===== config.mk =====
export PLATFORM = sky130hd
export DESIGN_NAME = counter_array_watchdog
export DESIGN_NICKNAME = d
export VERILOG_FILES = /design/src/counter_array_pkg.sv /design/src/counter_array_watchdog.sv
export VERILOG_INCLUDE_DIRS = /design/src /design/src/src
export SDC_FILE = /design/constraint.sdc
export NUM_CORES = 1
export LEC_CHECK = 0
export ABC_AREA = 1
export BUFFER_PORTS_ARGS = -buffer_cell sky130_fd_sc_hd__buf_2
export CAP_MARGIN = 0
export CORE_MARGIN = 1.5
export CORE_UTILIZATION = 43
export DETAILED_ROUTE_END_ITERATION = 6
export GPL_ROUTABILITY_DRIVEN = 0
export GPL_TIMING_DRIVEN = 0
export HOLD_SLACK_MARGIN = 0.02
export PLACE_DENSITY_LB_ADDON = 0.08
export SYNTH_ARGS = -nofsm -noshare
export SYNTH_HDL_FRONTEND = slang
export SYNTH_SLANG_ARGS = --single-unit

===== constraint.sdc =====
create_clock -name clk_i -period 1.7 [get_ports clk_i]
set_input_delay 0.17 -clock clk_i [delete_from_list [all_inputs] [get_ports clk_i]]
set_output_delay 0.17 -clock clk_i [all_outputs]
set_load 0.05 [all_outputs]

===== src/counter_array_regs.svh =====
`ifndef COUNTER_ARRAY_REGS_SVH
`define COUNTER_ARRAY_REGS_SVH
// Function
// - watchdog enabled coming out of every reset
// - service byte compares counter high byte
// - counter forced running while watchdog enabled
// - counter byte writes ignored while enabled
// - clock select and idle bit frozen
// - module 5 mode writes ignored while enabled
// - run bit writes cannot stop counter
// - run bit reads zero unless software set
// - service write loads high byte plus offset
// - low overflow at service match resets
// - writing 1 to module5 flag forces reset
// - timeout is 256*offset plus 256 minus low
// - enable bit or lock bit enables watchdog
// - lock refuses disable until system reset
// - unlocked clear of enable disables watchdog
// - reset defaults: divide by 12, zero bytes
// - overflow flag set on wrap, software clears
// - enabled overflow flag raises array interrupt
// - run bit stops or starts the counter
// - match flags set by hardware, software clears
// - 16-bit pwm: zero is full, no enable zero
// - clock select picks counter timebase
// - idle suspend pauses array in idle
// - enable bit set blocks other mode bits except lock
// - overflow interrupt enable gates overflow flag

// register addresses
`define ADDR_CONTROL_STATUS 8'hd8
`define ADDR_MODE           8'hd9
`define ADDR_COUNT_LOW      8'he1
`define ADDR_COUNT_HIGH     8'he2
`define ADDR_WD_OFFSET      8'he3
`define ADDR_WD_SERVICE     8'he4
`define ADDR_MODULE5_MODE   8'he5

// control status fields
`define CS_OVERFLOW_BIT 7
`define CS_RUN_BIT      6
`define CS_MATCH5_BIT   5

// mode register fields
`define MD_IDLE_BIT     7
`define MD_ENABLE_BIT   6
`define MD_LOCK_BIT     5
`define MD_CPS_LSB      1
`define MD_ECF_BIT      0

// module 5 mode register fields
`define M5_PWM16_BIT    7
`define M5_ECOM_BIT     6
`define M5_MAT_BIT      3
`define M5_PWM_BIT      1
`define M5_ECCF_BIT     0

// reset values
`define RESET_CONTROL_STATUS 8'h00
`define RESET_MODE           8'h40
`define RESET_COUNT          16'h0000
`define RESET_BYTE           8'h00

// clock source codes and divisors
`define CPS_DIV12  3'h0
`define CPS_DIV4   3'h1
`define CPS_TIMER0 3'h2
`define CPS_ECI    3'h3
`define CPS_SYSTEM_CLOCK 3'h4
`define CPS_EXT8   3'h5
`define CPS_RTC8   3'h6
`define DIV12_LAST 4'hb
`define DIV4_LAST  2'h3
`endif


===== src/counter_array_pkg.sv =====
package counter_array_pkg;
  typedef struct packed {
    logic       wr;
    logic       rd;
    logic [7:0] addr;
    logic [7:0] data;
  } sfr_req_type;
endpackage


===== src/counter_array_watchdog.sv =====
`include "counter_array_regs.svh"
module counter_array_watchdog
  import counter_array_pkg::*;
(
  // clock and reset
  input  wire logic        clk_i,
  input  wire logic        reset_i,
  // special-function register access
  input  wire sfr_req_type sfr_req_i,
  output logic [7:0]       sfr_rdata_o,
  // timebase sources and core state
  input  wire logic        idle_i,
  input  wire logic        timer0_ovf_i,
  input  wire logic        eci_pin_i,
  input  wire logic        ext_div8_tick_i,
  input  wire logic        rtc_div8_tick_i,
  // other compare modules
  input  wire logic [4:0]  module_match_i,
  input  wire logic [4:0]  module_irq_en_i,
  // results
  output logic             wd_reset_o,
  output logic             irq_o,
  output logic             pwm5_o
);

  logic        cf_reg;
  logic        cr_reg;
  logic [5:0]  ccf_reg;
  logic        idle_suspend_bit_reg;
  logic        wde_reg;
  logic        wd_lock_bit_reg;
  logic [2:0]  cps_reg;
  logic        ecf_reg;
  logic [15:0] cnt_reg;
  logic [7:0]  cpl5_reg;
  logic [7:0]  cph5_reg;
  logic [7:0]  cpm5_reg;
  logic [3:0]  div_reg;
  logic [2:0]  eci_sync_reg;
  logic        wd_reset_reg;
  logic        irq_reg;
  logic        pwm_reg;
  logic [7:0]  rdata_reg;

  // register decode
  wire         wr_cs   = sfr_req_i.wr && sfr_req_i.addr == `ADDR_CONTROL_STATUS;
  wire         wr_md   = sfr_req_i.wr && sfr_req_i.addr == `ADDR_MODE;
  wire         wr_cnl  = sfr_req_i.wr && sfr_req_i.addr == `ADDR_COUNT_LOW;
  wire         wr_cnh  = sfr_req_i.wr && sfr_req_i.addr == `ADDR_COUNT_HIGH;
  wire         wr_off  = sfr_req_i.wr && sfr_req_i.addr == `ADDR_WD_OFFSET;
  wire         wr_svc  = sfr_req_i.wr && sfr_req_i.addr == `ADDR_WD_SERVICE;
  wire         wr_m5   = sfr_req_i.wr && sfr_req_i.addr == `ADDR_MODULE5_MODE;
  wire [7:0]   wdata   = sfr_req_i.data;

  wire         wd_en   = wde_reg || wd_lock_bit_reg;
  wire         run     = cr_reg || wd_en;

  // timebase selection
  wire         div12_tick = div_reg == `DIV12_LAST;
  wire         div4_tick  = div_reg[1:0] == `DIV4_LAST;
  wire         eci_fall   = eci_sync_reg[2] && !eci_sync_reg[1];
  logic        src_tick;
  always_comb
  begin
    case (cps_reg)
      `CPS_DIV12:  src_tick = div12_tick;
      `CPS_DIV4:   src_tick = div4_tick;
      `CPS_TIMER0: src_tick = timer0_ovf_i;
      `CPS_ECI:    src_tick = eci_fall;
      `CPS_SYSTEM_CLOCK: src_tick = 1'b1;
      `CPS_EXT8:   src_tick = ext_div8_tick_i;
      `CPS_RTC8:   src_tick = rtc_div8_tick_i;
      default:     src_tick = 1'b0;
    endcase
  end

  wire         suspend  = idle_suspend_bit_reg && idle_i;
  wire         tick     = run && src_tick && !suspend;
  wire [15:0]  cnt_inc  = cnt_reg + 16'h0001;
  wire         low_ovf  = tick && cnt_reg[7:0] == 8'hff;
  wire         wrap16   = tick && cnt_reg == 16'hffff;
  wire         svc_hit  = cph5_reg == cnt_reg[15:8];
  wire         timeout  = wd_en && low_ovf && svc_hit;
  wire         force_rs = wd_en && wr_cs && wdata[`CS_MATCH5_BIT];
  wire [7:0]   svc_load = cnt_reg[15:8] + cpl5_reg;

  // module 5 as compare module when the watchdog is off
  wire         m5_ecom  = cpm5_reg[`M5_ECOM_BIT];
  wire         m5_hit   = !wd_en && tick && cnt_inc == {cph5_reg, cpl5_reg};
  wire         m5_set   = m5_hit && m5_ecom && cpm5_reg[`M5_MAT_BIT];
  wire         pwm16    = !wd_en && cpm5_reg[`M5_PWM16_BIT] && cpm5_reg[`M5_PWM_BIT];
  wire [5:0]   ccf_set  = {m5_set, module_match_i};
  wire         irq_next = (cf_reg && ecf_reg)
                        || |(ccf_reg[4:0] & module_irq_en_i)
                        || (ccf_reg[5] && cpm5_reg[`M5_ECCF_BIT]);

  logic [7:0]  rdata_next;
  always_comb
  begin
    case (sfr_req_i.addr)
      `ADDR_CONTROL_STATUS: rdata_next = {cf_reg, cr_reg, ccf_reg};
      `ADDR_MODE:           rdata_next = {idle_suspend_bit_reg, wde_reg, wd_lock_bit_reg, 1'b0, cps_reg, ecf_reg};
      `ADDR_COUNT_LOW:      rdata_next = cnt_reg[7:0];
      `ADDR_COUNT_HIGH:     rdata_next = cnt_reg[15:8];
      `ADDR_WD_OFFSET:      rdata_next = cpl5_reg;
      `ADDR_WD_SERVICE:     rdata_next = cph5_reg;
      `ADDR_MODULE5_MODE:   rdata_next = cpm5_reg;
      default:              rdata_next = 8'h00;
    endcase
  end

  // prescaler and pin synchroniser
  always_ff @(posedge clk_i)
  begin
    if (reset_i)
    begin
      div_reg      <= 4'h0;
      eci_sync_reg <= 3'h7;
    end
    else
    begin
      div_reg      <= div12_tick ? 4'h0 : div_reg + 4'h1;
      eci_sync_reg <= {eci_sync_reg[1:0], eci_pin_i};
    end
  end

  // control and status flags
  always_ff @(posedge clk_i)
  begin
    if (reset_i)
    begin
      cf_reg  <= 1'b0;
      cr_reg  <= 1'b0;
      ccf_reg <= 6'h00;
    end
    else
    begin
      if (wr_cs)
      begin
        cf_reg  <= wrap16 || wdata[`CS_OVERFLOW_BIT];
        cr_reg  <= wdata[`CS_RUN_BIT];
        ccf_reg <= ccf_set | wdata[5:0];
      end
      else
      begin
        cf_reg  <= cf_reg || wrap16;
        ccf_reg <= ccf_reg | ccf_set;
      end
    end
  end

  // mode register
  always_ff @(posedge clk_i)
  begin
    if (reset_i)
    begin
      idle_suspend_bit_reg  <= 1'b0;
      wde_reg   <= 1'b1;
      wd_lock_bit_reg <= 1'b0;
      cps_reg   <= `CPS_DIV12;
      ecf_reg   <= 1'b0;
    end
    else if (wr_md)
    begin
      wd_lock_bit_reg <= wd_lock_bit_reg || wdata[`MD_LOCK_BIT];
      wde_reg   <= wdata[`MD_ENABLE_BIT] || (wd_lock_bit_reg && wde_reg);
      if (!wde_reg)
        ecf_reg <= wdata[`MD_ECF_BIT];
      if (!wd_en)
      begin
        idle_suspend_bit_reg <= wdata[`MD_IDLE_BIT];
        cps_reg  <= wdata[`MD_CPS_LSB +: 3];
      end
    end
  end

  // counter
  always_ff @(posedge clk_i)
  begin
    if (reset_i)
      cnt_reg <= `RESET_COUNT;
    else if (wr_cnl && !wd_en)
      cnt_reg <= {cnt_reg[15:8], wdata};
    else if (wr_cnh && !wd_en)
      cnt_reg <= {wdata, cnt_reg[7:0]};
    else if (tick)
      cnt_reg <= cnt_inc;
  end

  // module 5 registers
  always_ff @(posedge clk_i)
  begin
    if (reset_i)
    begin
      cpl5_reg <= `RESET_BYTE;
      cph5_reg <= `RESET_BYTE;
      cpm5_reg <= `RESET_BYTE;
    end
    else
    begin
      if (wr_off)
        cpl5_reg <= wdata;
      if (wr_svc)
        cph5_reg <= wd_en ? svc_load : wdata;
      if (wr_m5 && !wd_en)
        cpm5_reg <= wdata;
      else if (wr_off && !wd_en)
        cpm5_reg[`M5_ECOM_BIT] <= 1'b0;
      else if (wr_svc && !wd_en)
        cpm5_reg[`M5_ECOM_BIT] <= 1'b1;
    end
  end

  // outputs
  always_ff @(posedge clk_i)
  begin
    if (reset_i)
    begin
      wd_reset_reg <= 1'b0;
      irq_reg      <= 1'b0;
      pwm_reg      <= 1'b0;
      rdata_reg    <= 8'h00;
    end
    else
    begin
      wd_reset_reg <= timeout || force_rs;
      irq_reg      <= irq_next;
      if (!pwm16 || !m5_ecom)
        pwm_reg <= 1'b0;
      else if (m5_hit)
        pwm_reg <= 1'b1;
      else if (wrap16)
        pwm_reg <= 1'b0;
      if (sfr_req_i.rd)
        rdata_reg <= rdata_next;
    end
  end

  assign wd_reset_o  = wd_reset_reg;
  assign irq_o       = irq_reg;
  assign pwm5_o      = pwm_reg;
  assign sfr_rdata_o = rdata_reg;

  property p_reset_enabled;
    @(posedge clk_i) $fell(reset_i) |-> wd_en && !cr_reg;
  endproperty
  a_reset_enabled: assert property (p_reset_enabled)
    else $error("watchdog not enabled after reset");

  property p_timeout;
    @(posedge clk_i) disable iff (reset_i)
      timeout |=> wd_reset_o ##1 (!wd_reset_o || $past(timeout || force_rs));
  endproperty
  a_timeout: assert property (p_timeout)
    else $error("missing watchdog timeout pulse");

  property p_force;
    @(posedge clk_i) disable iff (reset_i)
      wd_en && wr_cs && wdata[`CS_MATCH5_BIT] |=> wd_reset_o;
  endproperty
  a_force: assert property (p_force)
    else $error("forced reset not raised");

  property p_count_locked;
    @(posedge clk_i) disable iff (reset_i)
      wd_en && (wr_cnl || wr_cnh) && !tick |=> $stable(cnt_reg);
  endproperty
  a_count_locked: assert property (p_count_locked)
    else $error("counter written while watchdog enabled");

  property p_mode_frozen;
    @(posedge clk_i) disable iff (reset_i) wd_en |=> $stable(cps_reg) && $stable(idle_suspend_bit_reg);
  endproperty
  a_mode_frozen: assert property (p_mode_frozen)
    else $error("clock select changed while watchdog enabled");

  property p_lock;
    @(posedge clk_i) disable iff (reset_i) wd_lock_bit_reg |=> wd_lock_bit_reg && wd_en;
  endproperty
  a_lock: assert property (p_lock)
    else $error("locked watchdog was disabled");

  property p_service;
    @(posedge clk_i) disable iff (reset_i)
      wd_en && wr_svc |=> cph5_reg == 8'($past(cnt_reg[15:8]) + $past(cpl5_reg));
  endproperty
  a_service: assert property (p_service)
    else $error("service did not load high byte plus offset");

  property p_forced_run;
    @(posedge clk_i) disable iff (reset_i)
      wd_en && !cr_reg && src_tick && !suspend && !wr_cnl && !wr_cnh
      |=> cnt_reg == 16'($past(cnt_reg) + 16'h0001);
  endproperty
  a_forced_run: assert property (p_forced_run)
    else $error("counter stalled while watchdog enabled");

  property p_overflow_flag;
    @(posedge clk_i) disable iff (reset_i) wrap16 |=> cf_reg ##1 (cf_reg || $past(wr_cs));
  endproperty
  a_overflow_flag: assert property (p_overflow_flag)
    else $error("overflow flag not set or lost");

endmodule


## Word-level counts from Yosys, hierarchy flattened

Index checks and enable logic that the tools add are counted.

| storage, ports and cells | value |
|---|---|
| register bits | 73 |
| logic and storage cells | 120 |

| operators by class | value |
|---|---|
| add/subtract/negate cells | 3 |
| eq/ne operators | 20 |
| muxes and demuxes | 13 |
| bitwise operators | 6 |
| reduce and logical (&&, ||, !) cells | 58 |

Operator list:

| kind | count |
|---|---|
| == test 8 bit (second input constant) | 8 |
| one-hot mux 8 bit (7 select lines) | 1 |
| 2-to-1 mux 16 bit | 2 |
| logical AND 1 bit | 31 |
| adder 16 x 1 -> 16 bit (second input constant) | 1 |
| == test 16 bit | 1 |
| == test 16 bit (second input constant) | 1 |
| 2-to-1 mux 8 bit | 2 |
| bitwise OR 6 bit | 2 |
| logical OR 1 bit | 10 |
| == test 3 bit (second input constant) | 3 |
| adder 8 bit | 1 |
| == test 8 bit | 1 |
| AND reduction 2 bit | 4 |
| one-hot mux 1 bit (7 select lines) | 1 |
| == test 3 x 2 -> 1 bit (second input constant) | 2 |
| 2-to-1 mux 1 bit | 6 |
| 2-to-1 mux 6 bit | 1 |
| nonzero test 2 bit | 3 |
| AND 5 bit | 1 |
| logical NOT 1 bit | 5 |
| OR reduction 5 bit | 1 |
| adder 4 x 1 -> 4 bit (second input constant) | 1 |
| == test 4 bit (second input constant) | 1 |
| 7 further kinds | 10 |

## Longest topological paths before layout

Gate-level depths: netlist of the first run.

| logic depth | value |
|---|---|
| depth in word-level cells | 11 |
| depth in mapped cells | 13 |

## Worst setup path before layout of the first run

No wires, ideal clock.

| timing path | value |
|---|---|
| path kind | reg-to-reg |
| from | register cnt_reg[8] |
| to | register cph5_reg[6] |
| arrival time | 1.671 ns |
| slack | -0.103 ns |
| stages on the path, launching flop included | 12 |
| clock period less this slack | 1.803 ns |
| cells stage by stage | dfxtp_1 ha_1 inv_1 fa_1 o21ai_0 nand2_1 nand2_1 a21oi_1 nand2_1 nand2_1 o21ai_0 a21oi_1 |

| on the way | value |
|---|---|
| word-level cells in the longest chain between the ends | 2 |

RTL lines:

| what | line | source |
|---|---|---|
| from (decl) | counter_array_watchdog.sv:34 | `logic [15:0] cnt_reg;` |
| from (signal assigned) | counter_array_watchdog.sv:181 | `` cnt_reg <= `RESET_COUNT; `` |
| from (signal assigned) | counter_array_watchdog.sv:183 | `cnt_reg <= {cnt_reg[15:8], wdata};` |
| from (signal assigned) | counter_array_watchdog.sv:185 | `cnt_reg <= {wdata, cnt_reg[7:0]};` |
| adder 8 bit | counter_array_watchdog.sv:85 | `wire [7:0] svc_load = cnt_reg[15:8] + cpl5_reg;` |
| 2-to-1 mux 8 bit | counter_array_watchdog.sv:204 | `cph5_reg <= wd_en ? svc_load : wdata;` |
| to (signal assigned) | counter_array_watchdog.sv:196 | `` cph5_reg <= `RESET_BYTE; `` |
| to (signal assigned) | counter_array_watchdog.sv:204 |  |
| to (decl) | counter_array_watchdog.sv:36 | `logic [7:0] cph5_reg;` |

Every way passes these cells.
A chain may end at the register's enable or synchronous reset.

## Final worst setup path of the first run

| timing path | value |
|---|---|
| from | register cnt_reg[1] |
| to | register ccf_reg[5] |

| on the way | value |
|---|---|
| word-level cells in the longest chain between the ends | 7 |

RTL lines:

| what | line | source |
|---|---|---|
| adder 16 x 1 -> 16 bit * | counter_array_watchdog.sv:79 | `wire [15:0] cnt_inc = cnt_reg + 16'h0001;` |
| == test 16 bit * | counter_array_watchdog.sv:89 | `wire m5_hit = !wd_en && tick && cnt_inc == {cph5_reg, cpl5_reg};` |
| logical AND 1 bit * | counter_array_watchdog.sv:89 |  |
| logical AND 1 bit * (2 in series) | counter_array_watchdog.sv:90 | `` wire m5_set = m5_hit && m5_ecom && cpm5_reg[`M5_MAT_BIT]; `` |
| bitwise OR 6 bit (on tied branches) | counter_array_watchdog.sv:147, counter_array_watchdog.sv:142 |  |
| 2-to-1 mux 6 bit * | counter_array_watchdog.sv:138 | `if (wr_cs)` |
| to (signal assigned) | counter_array_watchdog.sv:142 | `ccf_reg <= ccf_set \| wdata[5:0];` |
| to (signal assigned) | counter_array_watchdog.sv:147 | `ccf_reg <= ccf_reg \| ccf_set;` |
| to (decl) | counter_array_watchdog.sv:28 | `logic [5:0] ccf_reg;` |

Mark *: on every way between the ends. The rest lies on a longest branch, timed or not.

==> flow_metrics.tcl, run 1 <==
set metrics [dict create \
    syn_avg_cell_area_um2 6.64 \
    synth_warnings 0 \
    fin_nets 823 \
    cts_buffers 9 \
    fin_worst_skew_ns 0.00848 \
    layout_commonest_cell "nand2_1" \
    antenna_left 0 \
    path_cells "ha_4 -> nand2_4 -> nor2_4 -> nand3_4 -> nor2_4 -> xnor2_2 -> nand2_1 -> nor2_4 -> nand3_2 -> a21oi_2" \
    synthArstFlopShare_pct 0 \
    die_area_um2 11300 \
    max_slew.worst_pin.slew_ns 0.756 \
    portBuffers 44 \
    num_rows 37 \
    synth_top_area_share_pct 31.7 \
    ys_types 41 \
    final_hold_viol_count 0 \
    die_h_um 107 \
    synth_edf_count 0 \
    boundaryPins 46 \
    drive_above_1_share_pct 26.1 \
    cts_tree "built" \
    status "complete, but fails checks" \
    seq_area_frac_synth_pct 31.7 \
    setup_viol 5 \
    drtIter0Drc 522 \
    dr.pass1.iters 5 \
    max-vdd-ir-drop_uv 340 \
    period_needed_ns 1.75 \
    powerDensity_nw_per_um2 625 \
    n_fill_cell 1078 \
    clockBufferDepth 2 \
    setup_ws_ns -0.0535 \
    grt_start_max_net_pins 15 \
    root_buffer "clkbuf_8" \
    htreeDepth 3 \
    cap_violations 0 \
    insertedDiodeCount 0 \
    leakagePower_nw 2.50 \
    r2r-end "ccf_reg[5]" \
    crit_buf_inv 0 \
    grt.overflow.total 0 \
    syn2layout_area_growth_pct 25.6 \
    crit_path_start_kind "register" \
    synth.area.top_cells "dfxtp_1, nand2_1, a21oi_1, inv_1, o21ai_0" \
    vias_per_cell 5.68 \
    ys.flop_type "dfxtp_1" \
    core_um2 10400 \
    period_share_pct 103 \
    min_path_cells 3 \
    syn_area_um2 4610 \
    hold_end "ccf_reg[2]" \
    maxSlewViolCount 0 \
    avgRoutedWirePerCell_um 18.2 \
    violations "negative setup slack" \
    cp-end-kind "register" \
    cpPeakStageDelay_ns 0.40 \
    path_max_fanout 5 \
    pre_cts_ws_ns -0.395 \
    drc 0 \
    cp_data_arrival_time_ns 2.05 \
    timing.fmax_mhz 570 \
    num_vias 5219 \
    r2r_setup_slack_ns -0.05 \
    grt_pass1_vias 4772 \
    r2r-start "cnt_reg[1]" \
    worstPathRequired_ns 2.00 \
    yosysTopAreaCell "dfxtp_1" \
    tns_ns -0.131 \
    cp_common_cell "nor2_4" \
    rsz0062_at_grt "true" \
    clk_pin_slew_ns 0.09 \
    insertion_delay_ns 0.37 \
    min_path_type "in2reg" \
    layout_common_cells "nand2_1, inv_1, a21oi_1, dfxtp_1, o21ai_0" \
    clock_sinks 73 \
    synth_fp_nets 739 \
    largest_reg_flops 16 \
    crit_start "cnt_reg[1]" \
    track_usage_pct 30.1 \
    synth_seq_cells 73 \
    dp.final_hpwl_um 12400 \
    slowest_stage "dfxtp_4" \
    initial_core_util_pct 44.4 \
    grt_pass1_wl_um 25600 \
    r2r_cells 10 \
    relSlewSlack_pct 49.6 \
    wl_um 16700 \
    hold_start "module_match_i[2]" \
    critical_path_class "reg2reg" \
    syn_inst 694 \
    fp.dieW_um 107 \
    antenna_found_initial 0 \
    crit_family "simple AND/OR/NAND/NOR gates" \
]
## stage by stage
step	area (um2)	util, %	hold slack, ns	power, mW	instances
5_1_grt	5780	55.8	0.0288	3.72	919
6_report	5780	55.8	0.0253	3.61	919
3_3_place_gp	5010	48.3	0.356	2.00	874
2_1_floorplan	4620	-	0.274	1.89	694
4_1_cts	5490	52.9	0.0219	3.60	905
3_5_place_dp	5010	48.3	0.359	2.01	874
## synthesized netlist by cell type (all sizes together), types with 2 or more instances
cell type and number:
a31oi 7, a22o 2, xnor2 2, nor4 2, clkbuf 10, dfxtp 73
buf 4, o22ai 16, nand2 170, nor2 68, a221oi 2, a21oi 82
xor2 14, nor3 6, nand4 13, ha 9, o21ai 65, o21bai 2
or2 6, nand3 41, inv 93
## timing repair
| action | 4_1_cts | 5_1_grt |
|---|---|---|
| endpoints found under the setup margin | 24 | 28 |
| pin swaps | 14 | 28 |
| hold buffers | 2 | 0 |
| setup buffers | 13 | 14 |
| hold endpoints to repair | 2 | 0 |
| resized for setup | 41 | 51 |
## cell families (layout without fill, tap and decap cells)
kind of cell	Yosys count	in the layout	synth area share, %
simple gates	307	307	32.3
compound gates	181	181	21.2
buf+inv	107	196	8.88
flops	73	73	31.7
xor+xnor	16	16	3.04
fa+ha+maj	10	10	2.88
## worst max-delay path by stage
stage,to,slack (ns),cells past startpoint
after floorplan,cph5_reg[6],0.004,11
after global placement,ccf_reg[5],-0.37,10
after detailed placement,ccf_reg[5],-0.40,10
after CTS,ccf_reg[5],-0.03,10
after global routing,ccf_reg[5],-0.14,11
final,ccf_reg[5],-0.05,10
## power breakdown
part | switching [mW] | internal, mW
clock | 0.792 | 0.845
sequential | 0.0142 | 1.72
combinational | 0.163 | 0.0756
## metal layers
layer / wire [um] / GRT usage, %
met1: 7180 / 41.1
met2: 7190 / 44.9
met3: 1510 / 5.89
met4: 834 / 15.2
met5: 0 / 0
## cell type report
class                      count  area [um2]  area share (%)
buffer                        14        73.8            1.28
clock buffer                   9         124            2.14
clock inverter                 7         103            1.77
inverter                      93         365            6.32
multi-input combinational    514        3000            51.8
sequential                    73        1500            25.8
tap                          136         170            2.94
timing repair buffer          73         454            7.85
## worst min-delay path, delay by kind of cell
family | cells | cell delay, ns
buffers and inverters | 2 | 0.12
AOI/OAI and AO/OA | 1 | 0.07
Power figures use the tool's default switching activity.
==> run 2: changes to the inputs <==
==> constraint.sdc (replaced) <==
create_clock -name clk_i -period 1.7 [get_ports clk_i]
set_input_delay 0.34 -clock clk_i [delete_from_list [all_inputs] [get_ports clk_i]]
set_output_delay 0.34 -clock clk_i [all_outputs]
set_load 0.05 [all_outputs]
==> flow_metrics.tcl, run 2 (synthesis results as in run 1) <==
set metrics [dict create \
    dr.pass1.iters 5 \
    max-vdd-ir-drop_uv 338 \
    avgRoutedWirePerCell_um 18.2 \
    antenna_found_initial 0 \
    dp.cells 874 \
    drc 0 \
    wl_um 16800 \
    cts_tree "built" \
    maxSlewViolCount 0 \
    period_needed_ns 1.76 \
    antenna_left 0 \
    grt_start_max_net_pins 15 \
    status "complete, but fails checks" \
    num_rows 37 \
    clk_pin_slew_ns 0.09 \
    largest_reg_flops 16 \
    root_buffer "clkbuf_8" \
    insertion_delay_ns 0.37 \
    htreeDepth 3 \
    fin_worst_skew_ns 0.00728 \
    period_share_pct 104 \
    leakagePower_nw 2.55 \
    relSlewSlack_pct 50.0 \
    cp_data_arrival_time_ns 2.06 \
    fp.dieW_um 107 \
    tns_ns -0.117 \
    fin_nets 829 \
    powerDensity_nw_per_um2 614 \
    path_cells "ha_4 -> nand2_4 -> nor2_4 -> nand3_4 -> nor2_4 -> xnor2_2 -> nand2_1 -> nor2_4 -> nand3_2 -> a21oi_2" \
    max_slew.worst_pin.slew_ns 0.749 \
    syn2layout_area_growth_pct 27.8 \
    dp.final_hpwl_um 12400 \
    grt.overflow.total 0 \
    n_fill_cell 1063 \
    timing.fmax_mhz 568 \
    worstPathRequired_ns 2.00 \
    critical_path_class "reg2reg" \
    cts_buffers 9 \
    core_um2 10400 \
    setup_ws_ns -0.0619 \
    initial_core_util_pct 44.4 \
    layout_common_cells "nand2_1, inv_1, a21oi_1, dfxtp_1, o21ai_0" \
    track_usage_pct 30.0 \
    die_h_um 107 \
    num_vias 5222 \
    cpPeakStageDelay_ns 0.40 \
    cp_common_cell "nor2_4" \
    grt_pass1_vias 4769 \
    layout_commonest_cell "nand2_1" \
    cap_violations 0 \
    die_area_um2 11300 \
    portBuffers 44 \
    insertedDiodeCount 0 \
    min_path_type "in2reg" \
    pre_cts_ws_ns -0.395 \
    path_max_fanout 5 \
    rsz0062_at_grt "true" \
    drtIter0Drc 507 \
    slowest_stage "dfxtp_4" \
    finalPower_mw 3.62 \
    clockBufferDepth 2 \
    crit_path_start_kind "register" \
    final_hold_viol_count 0 \
    drive_above_1_share_pct 28.0 \
    cp-end-kind "register" \
    violations "negative setup slack" \
    clock_sinks 73 \
    vias_per_cell 5.65 \
    setup_viol 4 \
    grt_pass1_wl_um 25600 \
    boundaryPins 46 \
    finalNonFillerCells 925 \
]
## run 2: power by group
group | switching, mW | internal, mW
Combinational | 0.166 | 0.0743
Clock | 0.794 | 0.845
Sequential | 0.0145 | 1.72
## run 2: per-layer routing
metal	global-route usage, %	vias to the layer above	routed length, um
met1	40.9	2406	7340
met3	5.89	62	1360
met2	45.0	255	7250
met4	15.2	0	865
li1	-	2499	-
met5	0	-	0
## run 2: worst paths after layout
| path | start | endpoint | slack [ns] | cells after the start |
|---|---|---|---|---|
| worst max-delay path | cnt_reg[1] | ccf_reg[5] | -0.06 | 10 |
| worst min-delay path | eci_pin_i | eci_sync_reg[0] | 0.15 | 2 |
| worst max register to register | cnt_reg[1] | ccf_reg[5] | -0.06 | 10 |
| worst min register to register | eci_sync_reg[0] | eci_sync_reg[1] | 0.41 | 1 |
## run 2: per-stage QoR
step	util, %	hold slack (ns)	area [um2]
finish	56.8	0.152	5890
global route	56.8	0.140	5890
CTS	52.7	0.147	5470
detailed placement	48.3	0.395	5010
global placement	48.3	0.394	5010
floorplan	-	0.389	4620
## run 2: critical path: cells and delay by family, from the launching register on
| kind | cells | cell delay, ns |
|---|---|---|
| adder cells (fa/ha/maj) | 1 | 0.19 |
| AND/OR/NAND/NOR | 7 | 0.83 |
| flip-flops | 1 | 0.40 |
| XOR/XNOR | 1 | 0.13 |
| AO/OA/AOI/OAI | 1 | 0.13 |
## run 2: cell type report
type / instances / area [um2] / area share (%)
multi-input cells: 514 / 3040 / 51.5
flip-flops and latches: 73 / 1500 / 25.4
repair buffers: 79 / 514 / 8.73
inverters: 93 / 368 / 6.25
well taps: 136 / 170 / 2.89
clock buffers: 9 / 124 / 2.10
clock inverters: 7 / 103 / 1.74
plain buffers: 14 / 80.1 / 1.36
## run 2: what timing repair did
item	in CTS	in global routing
endpoints found under the hold margin	0	0
endpoints found under the setup margin	24	36
hold buffers	0	0
setup buffers	13	21
resized for setup	41	70
gates cloned	0	1
pin swaps	14	35
==> run 3: changes to the inputs <==
Settings changed: CORE_MARGIN 1.5 to 2.
==> flow_metrics.tcl, run 3 (synthesis results as in run 1) <==
set metrics [dict create \
    cts_tree "built" \
    dp.final_hpwl_um 12400 \
    cap_violations 0 \
    antenna_found_initial 0 \
    die_h_um 108 \
    vias_per_cell 5.63 \
    die_area_um2 11600 \
    core_um2 10400 \
    slowest_stage "dfxtp_4" \
    drc 0 \
    worstPathRequired_ns 2.00 \
    crit_cells 10 \
    fin_nets 827 \
    cp_data_arrival_time_ns 2.05 \
    period_share_pct 103 \
    syn2layout_area_growth_pct 26.6 \
    dp.cells 874 \
    rsz0062_at_grt "true" \
    relSlewSlack_pct 48.8 \
    tns_ns -0.110 \
    grt.overflow.total 0 \
    status "complete, but fails checks" \
    fp.dieW_um 108 \
    min_path_cells 2 \
    timing.fmax_mhz 572 \
    pre_cts_ws_ns -0.370 \
    num_rows 37 \
    layout_commonest_cell "nand2_1" \
    fin_worst_skew_ns 0.0100 \
    crit_family "simple AND/OR/NAND/NOR gates" \
    drtIter0Drc 538 \
    crit_path_start_kind "register" \
    setup_viol 3 \
    num_vias 5197 \
    crit_buf_inv 0 \
    grt_pass1_vias 4647 \
    layout_common_cells "nand2_1, inv_1, a21oi_1, dfxtp_1, o21ai_0" \
    drive_above_1_share_pct 28.5 \
    final_hold_viol_count 0 \
    maxSlewViolCount 0 \
    insertedDiodeCount 0 \
    clockBufferDepth 2 \
    grt_pass1_wl_um 25500 \
    cts_buffers 9 \
    min_path_type "in2reg" \
    path_cells "ha_4 -> nand2_4 -> nor2_4 -> nand3_4 -> nor2_4 -> xnor2_2 -> nand2_1 -> nor2_2 -> nand2_1 -> a21oi_1" \
    boundaryPins 46 \
    finalInstanceArea_um2 5830 \
    powerDensity_nw_per_um2 577 \
    max-vdd-ir-drop_uv 358 \
    clock_sinks 73 \
    avgRoutedWirePerCell_um 18.3 \
    period_needed_ns 1.75 \
    largest_reg_flops 16 \
    violations "negative setup slack" \
    antenna_left 0 \
    clk_pin_slew_ns 0.10 \
    grt_start_max_net_pins 16 \
    placed_area_um2 5010 \
    setup_ws_ns -0.0491 \
    critical_path_class "reg2reg" \
    initial_core_util_pct 44.4 \
    max_slew.worst_pin.slew_ns 0.768 \
    root_buffer "clkbuf_8" \
    htreeDepth 3 \
    cpPeakStageDelay_ns 0.37 \
    cp-end-kind "register" \
    path_max_fanout 4 \
    r2r_cells 10 \
    portBuffers 44 \
    leakagePower_nw 2.47 \
    insertion_delay_ns 0.36 \
    track_usage_pct 29.4 \
    finalNonFillerCells 923 \
    wl_um 16900 \
    dr.pass1.iters 5 \
]
-- run 3: layout make-up --
type / count / area, um2
buffer: 14 / 76.3
clock buffer: 9 / 124
clock inverter: 7 / 61.3
fill: 1036 / 4540
inverter: 93 / 363
multi-input combinational: 514 / 3050
sequential: 73 / 1500
tap: 136 / 170
timing repair buffer: 77 / 489
-- run 3: stage by stage --
stage	total power [mW]	util (%)	hold WS [ns]
floorplan	1.89	-	0.389
global placement	2.00	48.3	0.393
detailed placement	2.01	48.3	0.395
CTS	3.34	52.5	0.145
global route	3.45	56.2	0.140
finish	3.36	56.2	0.150
-- run 3: where the power goes --
group          switching (mW)  internal [mW]  total [mW]  leakage (nW)
Sequential             0.0158           1.72        1.74         0.602
Combinational           0.170         0.0772       0.247          1.78
Clock                   0.821          0.556        1.38        0.0884
-- run 3: final timing paths --
kind                    from         endpoint  slack [ns]
max               cnt_reg[0]           pwm5_o       -0.05
min                eci_pin_i  eci_sync_reg[0]        0.15
max reg2reg       cnt_reg[0]           pwm5_o       -0.05
min reg2reg  eci_sync_reg[0]  eci_sync_reg[1]        0.42
-- run 3: metal layers --
metal	vias up	routed length, um	GRT usage (%)
met3	52	1530	4.66
met5	-	0	0
met2	259	7310	43.6
li1	2486	-	-
met1	2400	7380	42.2
met4	0	717	12.6
-- run 3: what timing repair did --
action	CTS	global route
buffers inserted	13	19
setup endpoints to repair	26	33
pin swaps	9	24
gates resized for setup	46	60
cloned	1	0
hold buffers	0	0
